[config.mk]
export PLATFORM = sky130hd
export DESIGN_NAME = activity_detect
export DESIGN_NICKNAME = d
export VERILOG_FILES = /design/src/include/activity_pkg.sv /design/src/verilog/duration_gate.sv /design/src/verilog/activity_detect.sv
export SDC_FILE = /design/constraint.sdc
export NUM_CORES = 1
export LEC_CHECK = 0
export ABC_AREA = 1
export BUFFER_PORTS_ARGS = -buffer_cell sky130_fd_sc_hd__buf_4
export CAP_MARGIN = 20
export CORE_ASPECT_RATIO = 0.8
export CORE_UTILIZATION = 45
export CTS_BUF_LIST = sky130_fd_sc_hd__clkbuf_16
export DETAILED_ROUTE_END_ITERATION = 16
export PLACE_DENSITY = 0.72
export SETUP_SLACK_MARGIN = 0.02
export SLEW_MARGIN = 20
export SYNTH_ARGS = -nofsm -noshare
export SYNTH_HDL_FRONTEND = slang
export SYNTH_SLANG_ARGS = --single-unit
[constraint.sdc]
create_clock -name clk_i -period 14.45 [get_ports clk_i]
set_clock_uncertainty 0.1 [all_clocks]
set_input_delay 0.7225 -clock clk_i [delete_from_list [all_inputs] [get_ports clk_i]]
set_output_delay 0.7225 -clock clk_i [all_outputs]
set_load 0.03 [all_outputs]
[src/include/activity_pkg.sv]
// Function
// - only the voice-band level is watched; wake needs level and duration
// - absolute and relative comparisons run side by side; either may wake
// - wake rises when conditions are met and stays high while they hold
// - wake falls once the stimulus drops below the conditions
// - 13-bit absolute level split over a low byte and a high byte
// - absolute code maps monotonically to sound level, same scale as input
// - at or above floor plus margin, threshold is background plus margin
// - below floor plus margin, threshold is fixed at floor plus margin
// - margin code maps monotonically to an offset above the base level
// - floor code uses the same level scale as the absolute code
// - two-bit select: 1 clocked, 2 clockless, 0 disabled
// - clocked variant keeps the bitstream on; clockless turns it off
// - relative margin lives in one 8-bit byte written by the host
// - stimulus must persist for a programmable minimum duration per path
package activity_pkg;
  // register addresses
  localparam logic [7:0] ADDR_SELECT     = 8'h29;
  localparam logic [7:0] ADDR_FLOOR_HI   = 8'h2a;
  localparam logic [7:0] ADDR_FLOOR_LO   = 8'h2b;
  localparam logic [7:0] ADDR_REL_DUR_LO = 8'h2e;
  localparam logic [7:0] ADDR_DUR_HI     = 8'h2f;
  localparam logic [7:0] ADDR_ABS_DUR_LO = 8'h30;
  localparam logic [7:0] ADDR_ABS_LO     = 8'h31;
  localparam logic [7:0] ADDR_ABS_HI     = 8'h32;
  localparam logic [7:0] ADDR_MARGIN     = 8'h33;
  localparam logic [7:0] ADDR_STATUS     = 8'h34;

  localparam int LEVEL_W = 13;
  localparam int DUR_W   = 12;
  localparam int TH_W    = 17;

  // select codes
  localparam logic [1:0] SEL_OFF       = 2'h0;
  localparam logic [1:0] SEL_CLOCKED   = 2'h1;
  localparam logic [1:0] SEL_CLOCKLESS = 2'h2;

  // field positions
  localparam int SELECT_MSB      = 1;
  localparam int FLOOR_HI_MSB    = 4;
  localparam int REL_DUR_HI_MSB  = 3;
  localparam int ABS_DUR_HI_LSB  = 4;
  localparam int ABS_DUR_HI_MSB  = 7;
  localparam int STAT_ACTIVE     = 0;
  localparam int STAT_ABS        = 1;
  localparam int STAT_REL        = 2;
  localparam int STAT_WAKE       = 3;

  // reset values
  localparam logic [12:0] ABS_RESET    = 13'h07bc;
  localparam logic [12:0] FLOOR_RESET  = 13'h000f;
  localparam logic [7:0]  MARGIN_RESET = 8'h24;
  localparam logic [11:0] DUR_RESET    = 12'h000;

  // arithmetic shifts
  localparam int MARGIN_SHIFT = 5;
  localparam int AVG_SHIFT    = 4;

  // duration step time and its cycle count
  localparam int CLK_PERIOD_NS   = 40;
  localparam int DUR_STEP_NS     = 96000;
  localparam int DUR_STEP_CYCLES =
    (DUR_STEP_NS + CLK_PERIOD_NS - 1) / CLK_PERIOD_NS;
  localparam int TICK_W = 12;
  localparam logic [TICK_W-1:0] TICK_LAST = TICK_W'(DUR_STEP_CYCLES - 1);
endpackage

[src/verilog/duration_gate.sv]
`timescale 1ns/10ps
module duration_gate
  import activity_pkg::*;
(
  // clock and reset
  input  wire logic             clk_i,
  input  wire logic             rst_n_i,
  // timing
  input  wire logic             tick_i,
  input  wire logic             above_i,
  input  wire logic [DUR_W-1:0] min_i,
  // result
  output logic                  met_o
);
  typedef struct packed {
    logic [DUR_W-1:0] cnt;
    logic             met;
  } gate_t;

  gate_t st_reg;
  gate_t st_next;

  always_comb begin
    st_next = st_reg;
    if (!above_i) begin
      st_next.cnt = '0;
      st_next.met = 1'b0;
    end else begin
      if (tick_i && st_reg.cnt != '1) begin
        st_next.cnt = st_reg.cnt + DUR_W'(1);
      end
      st_next.met = st_reg.cnt >= min_i;
    end
  end

  always_ff @(posedge clk_i or negedge rst_n_i) begin
    if (!rst_n_i) begin
      st_reg <= '0;
    end else begin
      st_reg <= st_next;
    end
  end

  assign met_o = st_reg.met;
endmodule

[src/verilog/activity_detect.sv]
`timescale 1ns/10ps
module activity_detect
  import activity_pkg::*;
(
  // clock and reset
  input  wire logic               clk_i,
  input  wire logic               rst_n_i,
  // decoded one-wire configuration writes
  input  wire logic               wr_en_i,
  input  wire logic [7:0]         wr_addr_i,
  input  wire logic [7:0]         wr_data_i,
  // register readback
  input  wire logic [7:0]         rd_addr_i,
  output logic      [7:0]         rd_data_o,
  // voice-band filtered level samples
  input  wire logic               level_valid_i,
  input  wire logic [LEVEL_W-1:0] level_i,
  // outputs
  output logic                    wake_o,
  output logic                    pdm_en_o
);
  typedef struct packed {
    logic [1:0]         sel;
    logic [LEVEL_W-1:0] abs_code;
    logic [LEVEL_W-1:0] floor_code;
    logic [7:0]         margin;
    logic [DUR_W-1:0]   rel_dur;
    logic [DUR_W-1:0]   abs_dur;
    logic [LEVEL_W-1:0] level;
    logic [LEVEL_W-1:0] bg;
    logic [TICK_W-1:0]  tick_cnt;
    logic               tick;
    logic               wake;
    logic               pdm_en;
    logic [7:0]         rd_data;
  } state_t;

  state_t st_reg;
  state_t st_next;

  logic              active;
  logic [TH_W-1:0]   floor_th;
  logic [TH_W-1:0]   bg_th;
  logic [TH_W-1:0]   inst_th;
  logic [TH_W-1:0]   level_wide;
  logic [1:0]        above;
  logic [1:0]        met;
  logic [DUR_W-1:0]  min_dur [2];
  logic              abs_met;
  logic              rel_met;

  // base level raised by the margin code
  function automatic logic [TH_W-1:0] add_margin(
    input logic [LEVEL_W-1:0] base,
    input logic [7:0]         m
  );
    logic [20:0] prod;
    prod = 21'(base) * 21'(m);
    return TH_W'(base) + TH_W'(prod >> MARGIN_SHIFT);
  endfunction

  assign active = st_reg.sel == SEL_CLOCKED ||
                  st_reg.sel == SEL_CLOCKLESS;
  assign level_wide = TH_W'(st_reg.level);
  assign floor_th = add_margin(st_reg.floor_code, st_reg.margin);
  assign bg_th    = add_margin(st_reg.bg, st_reg.margin);

  always_comb begin
    if (level_wide >= floor_th) begin
      inst_th = bg_th;
    end else begin
      inst_th = floor_th;
    end
  end

  // both paths compared in parallel on the same level
  assign above[0] = active && st_reg.level > st_reg.abs_code;
  assign above[1] = active && level_wide > inst_th;
  assign min_dur[0] = st_reg.abs_dur;
  assign min_dur[1] = st_reg.rel_dur;

  generate
    for (genvar g = 0; g < 2; g++) begin : g_path
      duration_gate u_gate (
        .clk_i   (clk_i),
        .rst_n_i (rst_n_i),
        .tick_i  (st_reg.tick),
        .above_i (above[g]),
        .min_i   (min_dur[g]),
        .met_o   (met[g])
      );
    end
  endgenerate

  assign abs_met = met[0];
  assign rel_met = met[1];

  always_comb begin
    st_next = st_reg;
    // duration tick divider
    st_next.tick = 1'b0;
    if (st_reg.tick_cnt == TICK_LAST) begin
      st_next.tick_cnt = '0;
      st_next.tick     = 1'b1;
    end else begin
      st_next.tick_cnt = st_reg.tick_cnt + TICK_W'(1);
    end
    // configuration writes
    if (wr_en_i) begin
      case (wr_addr_i)
        ADDR_SELECT:     st_next.sel = wr_data_i[SELECT_MSB:0];
        ADDR_FLOOR_HI:   st_next.floor_code[12:8] =
                           wr_data_i[FLOOR_HI_MSB:0];
        ADDR_FLOOR_LO:   st_next.floor_code[7:0] = wr_data_i;
        ADDR_REL_DUR_LO: st_next.rel_dur[7:0] = wr_data_i;
        ADDR_DUR_HI: begin
          st_next.rel_dur[11:8] = wr_data_i[REL_DUR_HI_MSB:0];
          st_next.abs_dur[11:8] =
            wr_data_i[ABS_DUR_HI_MSB:ABS_DUR_HI_LSB];
        end
        ADDR_ABS_DUR_LO: st_next.abs_dur[7:0] = wr_data_i;
        ADDR_ABS_LO:     st_next.abs_code[7:0] = wr_data_i;
        ADDR_ABS_HI:     st_next.abs_code[12:8] =
                           wr_data_i[FLOOR_HI_MSB:0];
        ADDR_MARGIN:     st_next.margin = wr_data_i;
        default:         st_next.sel = st_reg.sel;
      endcase
    end
    // sample capture and background average
    if (level_valid_i) begin
      st_next.level = level_i;
      if (active) begin
        if (level_i >= st_reg.bg) begin
          st_next.bg = st_reg.bg + ((level_i - st_reg.bg) >> AVG_SHIFT);
        end else begin
          st_next.bg = st_reg.bg - ((st_reg.bg - level_i) >> AVG_SHIFT);
        end
      end
    end
    st_next.wake   = active && (abs_met || rel_met);
    st_next.pdm_en = st_reg.sel == SEL_CLOCKED;
    // readback
    case (rd_addr_i)
      ADDR_SELECT:     st_next.rd_data = {6'h00, st_reg.sel};
      ADDR_FLOOR_HI:   st_next.rd_data = {3'h0, st_reg.floor_code[12:8]};
      ADDR_FLOOR_LO:   st_next.rd_data = st_reg.floor_code[7:0];
      ADDR_REL_DUR_LO: st_next.rd_data = st_reg.rel_dur[7:0];
      ADDR_DUR_HI:     st_next.rd_data = {st_reg.abs_dur[11:8],
                                          st_reg.rel_dur[11:8]};
      ADDR_ABS_DUR_LO: st_next.rd_data = st_reg.abs_dur[7:0];
      ADDR_ABS_LO:     st_next.rd_data = st_reg.abs_code[7:0];
      ADDR_ABS_HI:     st_next.rd_data = {3'h0, st_reg.abs_code[12:8]};
      ADDR_MARGIN:     st_next.rd_data = st_reg.margin;
      ADDR_STATUS: begin
        st_next.rd_data              = 8'h00;
        st_next.rd_data[STAT_ACTIVE] = active;
        st_next.rd_data[STAT_ABS]    = abs_met;
        st_next.rd_data[STAT_REL]    = rel_met;
        st_next.rd_data[STAT_WAKE]   = st_reg.wake;
      end
      default:         st_next.rd_data = 8'h00;
    endcase
  end

  always_ff @(posedge clk_i or negedge rst_n_i) begin
    if (!rst_n_i) begin
      st_reg            <= '0;
      st_reg.sel        <= SEL_OFF;
      st_reg.abs_code   <= ABS_RESET;
      st_reg.floor_code <= FLOOR_RESET;
      st_reg.margin     <= MARGIN_RESET;
      st_reg.rel_dur    <= DUR_RESET;
      st_reg.abs_dur    <= DUR_RESET;
    end else begin
      st_reg <= st_next;
    end
  end

  assign wake_o    = st_reg.wake;
  assign pdm_en_o  = st_reg.pdm_en;
  assign rd_data_o = st_reg.rd_data;
endmodule

== After elaboration in Yosys (flattened, before gate mapping) ==
Cells that the tools add are included.

* Multipliers: 2
* Reduce and logical (&&, ||, !) cells: 17
* $lt $le $gt $ge: 6
* $add $sub $neg: 9
* Equal/unequal tests: 26
* Muxes and demuxes: 9

{| class="wikitable"
|+ Operators by type and width
! operator !! number
|-
| $eq 8x6->1 const B || 19
|-
| $pmux 8 s10 || 1
|-
| $mul 13x8->21 || 2
|-
| $mux 13 || 3
|-
| $add 12x1->12 const B || 3
|-
| $mux 12 || 3
|-
| $add 13x16->17 || 2
|-
| $sub 13x13->13 || 2
|-
| $ge 12x12->1 || 2
|-
| $ne 12x12->1 const B || 2
|-
| $reduce_and 2->1 || 10
|-
| $ge 13x17->1 || 1
|-
| $gt 13x17->1 || 1
|-
| $mux 17 || 1
|-
| $add 13x9->13 || 1
|-
| $ge 13x13->1 || 1
|-
| $gt 13x13->1 || 1
|-
| $sub 13x9->13 || 1
|-
| $eq 12x12->1 const B || 1
|-
| $logic_and 1x1->1 || 5
|-
| $ne 2x2->1 const B || 2
|-
| $eq 2x1->1 const B || 1
|-
| $eq 2x2->1 const B || 1
|-
| $logic_or 1x1->1 || 2
|-
| $mux 1 || 1
|}

* Input port bits: 41
* Flip-flop bits (word level): 135
* Output and inout port bits: 10
* Logic and storage cells: 90

== Depth between registers and ports, before layout ==
* Depth after elaboration: 7
* Gate-level depth with buffers: 48

== By module ==
Synthesis repeated with hierarchy kept, for this count alone.

* Cell total of the unflattened synthesis: 2487
* Area, all modules: 17870.9 µm²

{| class="wikitable"
|+ Modules (own cells, without submodules)
! module !! instances !! cells each !! area each (µm²) !! seq. area each (µm²)
|-
| activity_detect || 1 || 2149 || 15586.2 || 2745.1
|-
| duration_gate || 2 || 169 || 1142.3 || 325.3
|}

== Least setup slack after synthesis ==
Ideal clock, no wire load.

* Path kind: register to register
* From: register st_reg[78] in the netlist's numbering
* To: register g_path[1].u_gate.st_reg[5] in the netlist's numbering
* Slack: 5.919 ns
* Library setup time: 0.069 ns
* Stages on the path, launching flop included: 44
* Arrival time: 8.362 ns
* Clock period less this slack: 8.531 ns
* Cell sequence: dfstp_2 -> clkbuf_1 -> buf_1 -> nand2_1 -> fa_1 -> fa_1 -> inv_1 -> fa_1 -> inv_1 -> fa_1 -> inv_1 -> ha_1 -> nand2_1 -> inv_1 -> a21boi_1 -> nand2_2 -> xor2_1 -> ha_1 -> [8 not listed] -> nand2_1 -> nor4_1 -> a211oi_1 -> nand3_1 -> nand3_1 -> nor2_4 -> nand2_4 -> buf_2 -> a21o_1 -> ha_1 -> nand4_1 -> or3_1 -> o2111ai_1 -> a21oi_1 -> a311oi_1 -> nand2_2 -> buf_6 -> nor2_2

* Cells in the longest elaborated chain, start to end: 7
* Elaborated cells between the ends (all ways): 10
* Those cells by class: add/sub: 2; mul: 2; order compare: 2; eq/ne: 1; mux: 2; reduce/logical: 1

{| class="wikitable"
|+ Ends and longest elaborated chain
! what !! line !! RTL
|-
| start: declaration || activity_detect.sv:38 || <nowiki>state_t st_reg;</nowiki>
|-
| start signal: assignment || activity_detect.sv:175 || <nowiki>st_reg <= st_next;</nowiki>
|-
| $mul 13x8->21 || activity_detect.sv:58 || <nowiki>prod = 21'(base) * 21'(m);</nowiki>
|-
| $add 13x16->17 || activity_detect.sv:59 || <nowiki>return TH_W'(base) + TH_W'(prod >> MARGIN_SHIFT);</nowiki>
|-
| $ge 13x17->1 || activity_detect.sv:69 || <nowiki>if (level_wide >= floor_th) begin</nowiki>
|-
| $mux 17 * || activity_detect.sv:69 ||
|-
| $gt 13x17->1 * || activity_detect.sv:78 || <nowiki>assign above[1] = active && level_wide > inst_th;</nowiki>
|-
| $logic_and 1x1->1 * || activity_detect.sv:78 ||
|-
| $ne 2x2->1 (no source line) / $mux 13 (equally long branches) || - ||
|-
| end signal: assignment || duration_gate.sv:40 || <nowiki>st_reg <= st_next;</nowiki>
|-
| end: declaration || duration_gate.sv:20 || <nowiki>gate_t st_reg;</nowiki>
|}

Every way passes the cells marked *; elsewhere a longest branch is shown, timed or not.
A chain may end at the register's enable or synchronous reset.

== Worst setup path after layout ==
* From: register st_reg[78] in the netlist's numbering
* To: register g_path[1].u_gate.st_reg[8] in the netlist's numbering

Same word-level chain as after synthesis.

==> results by group <==
Min path
  • Hold Path Class: input pin to asynchronous set/reset pin

Global routing
  • GRT Residual Overflow: 0
  • Initial antenna violation count: 0
  • Vias in the first global route: 14867
  • Largest net degree at the start of global routing: around 70
  • First-pass GRT wire length: around 75000 microns
  • Total GRT Usage: between 20% and 30%

STA
  • Fmax achieved: approximately 100 MHz
  • Setup TNS: 0 ps
  • Clock period minus worst slack: 9560 ps
  • Count of final hold-check violations: 0
  • RSZ-0062 raised after global routing: false
  • Max Transition Viols Final: 0
  • Slew @ Worst Pin: a little under 1000 ps
  • Slew headroom: between 30% and 40%
  • Setup violators final: 0
  • Final Cycle Share: approximately two thirds
  • Hold_ws: 182 ps
  • Worst setup margin: just under 5000 ps

Place
  • PortBufs: 50
  • Hpwl dp: between 30000 and 40000 microns
  • Pre-CTS WS: between 5000 and 6000 ps
  • Placer Congestion: 0.949
  • DP Area: 17900 sq um

Die
  • Core Region: around 37000 sq um
  • # rows: between 60 and 70
  • Die area: approximately 40000 sq um
  • Die width: approximately 220 microns
  • Die height: between 150 and 200 microns
  • Initial Util: between 40% and 50%
  • IO Count: 51

Yosys
  • Register area share after synthesis: 19.7%
  • Synth warnings: 0
  • Avg Cell Area, Syn: 7.46 sq um
  • Main flop type after synthesis: dfrtp_1
  • Post-synth cell types: 53
  • Mapped Nets: 2688
  • Async SR Flop Fraction: 100%
  • Synth area leader: dfrtp_1
  • Post-synthesis cell area: between 15000 and 20000 sq um
  • Register bit total from synthesis: 135
  • Synth top area cells: dfrtp_1 (18%), fa_1 (15%), ha_1 (15%)
  • EDFF count, synth: 0
  • Synth Instances: ~2300
  • Synth top area share: between 10% and 20%

Clock tree
  • CTS Hold Bufs: 0
  • Clk sink count: 135
  • Clk_lat worst skew: around 420 ps
  • CTS clk-pin slew, worst paths: about 60 ps
  • Post-CTS sizing: 0
  • Root Buffer: clkbuf_16
  • Clk buf depth: 2
  • Htree depth: 4
  • Post-CTS Setup Bufs: 0
  • CTS tree: built
  • CTS Buf Count: 17

Setup path
  • Worst setup path class: register to register
  • Top cell by count, worst path: inv_1
  • Arrival @ worst endpoint: ~9800 ps
  • Worst Path Max Fanout: 28
  • Crit path largest cell delay: approximately 930 ps
  • Family with the most delay on the worst path: adder cells
  • Slowest cell on crit path: dfstp_2
  • Critical path startpoint category: register
  • WP depth: 39
  • Worst R2R Path Depth: 39
  • Critical Path RT: 14690 ps
  • WP buf/inv: 5
  • Crit. End Element: register

Finish
  • Cell area after layout: 18500 sq um
  • Nets@finish: ~2700
  • Area Growth Syn to Fin: 7.41%
  • Max FFs per register: between 60 and 70
  • Share of cells above drive strength 1: under 10%
  • Fill count: about 3600
  • Most common cell after layout, fill and taps aside: nand2_1
  • Antenna diodes: 0
  • Utilization after layout: between 40% and 50%
  • Commonest cells after routing, fill and taps aside: nand2_1 (520), inv_1 (470), ha_1 (208)

Route
  • # DRC: 0
  • Total number of vias: ~15000
  • DRT antenna net count: 0
  • Post-DR vias/cell: roughly 5.3
  • Final WL: 45300 microns
  • Wire per inst: between 15 and 20 microns
  • DR iter-0 viols: ~1200
  • 1st-pass router iterations: 6

Run
  • MaxCap Viol Count: 0

Power
  • VDD IR-drop max: approximately 0.085 mV
  • P_leak: 0.0102 uW
  • Power per standard cell area: 112 nW/um^2

Outcome
  • Status: finished, final reports clean
metal layers:
| layer | up-vias | share of wire [%] | global-route usage [%] |
|---|---|---|---|
| li1 | 7262 | - | - |
| met1 | 7075 | 46 | 34.5 |
| met2 | 513 | 45 | 38.9 |
| met3 | 74 | 6.6 | 3.32 |
| met4 | 0 | 2.1 | 6.85 |
| met5 | - | 0 | 0 |
Yosys cell counts (4+ instances only):
master     count
o2111ai_1      6
nand2_4        5
buf_1          8
a221oi_1      12
nor2_2        12
inv_1        470
fa_1         133
a21o_1        11
nor3_1        28
xor2_1        59
dfrtp_1      121
nor4_1         7
mux2_2         8
ha_1         208
nor2_1       115
a211oi_1       6
a21oi_1      127
o211ai_1       4
and2_1         4
nand3_1       75
dfstp_2       14
clkbuf_1      51
nand2_2       15
o21ai_0      143
nand4_1       27
o22ai_1       12
nand2_1      520
xnor2_1       31
buf_4         12
a31oi_1       11
o21bai_1      10
or2_2          5
final timing paths:
check | from | to | slack, ps
max reg2reg | st_reg[78]$_DFFE_PN1P_ | g_path[1].u_gate.st_reg[8]$_DFFE_PN0P_ | 4890
min in group clk_i | st_reg[11]$_DFF_PN0_ | st_reg[11]$_DFF_PN0_ | 360
max in group asynchronous | rst_n_i | st_reg[79]$_DFFE_PN0P_ | 12780
max | st_reg[78]$_DFFE_PN1P_ | g_path[1].u_gate.st_reg[8]$_DFFE_PN0P_ | 4890
min reg2reg | st_reg[11]$_DFF_PN0_ | st_reg[11]$_DFF_PN0_ | 360
min | rst_n_i | g_path[0].u_gate.st_reg[3]$_DFFE_PN0P_ | 180
area by class of cell:
class | instances | area (sq um) | area share [%]
multi-input combinational | 1622 | 11700 | 63.2
timing repair buffer | 58 | 439 | 2.38
sequential | 135 | 3400 | 18.4
tap | 487 | 609 | 3.30
clock inverter | 13 | 144 | 0.779
inverter | 474 | 1780 | 9.63
clock buffer | 17 | 425 | 2.30
power by group:
part	total, uW	switching (uW)	leakage (uW)	internal [uW]
clock network	428	175	0.000269	254
registers	535	127	0.00176	407
logic	1100	676	0.00821	428
metrics by stage:
step           instances  power, uW
2_1_floorplan       2306       1330
3_3_place_gp        2776       1590
3_5_place_dp        2776       1620
4_1_cts             2806       2060
5_1_grt             2806       2240
6_report            2806       2070
cells by family (layout without fill, tap and decap cells):
logic type	count (synthesis)	count (layout)	synth area share [%]
XOR/XNOR	90	90	4.58
multiplexers	8	8	0.524
AND/OR/NAND/NOR	826	826	20.5
adder cells (fa/ha/maj)	341	341	30.6
AO/OA/AOI/OAI	357	357	11.7
buffers and inverters	549	562	12.3
flip-flops	135	135	19.7
Note: power is estimated with default switching activity, not from simulation.
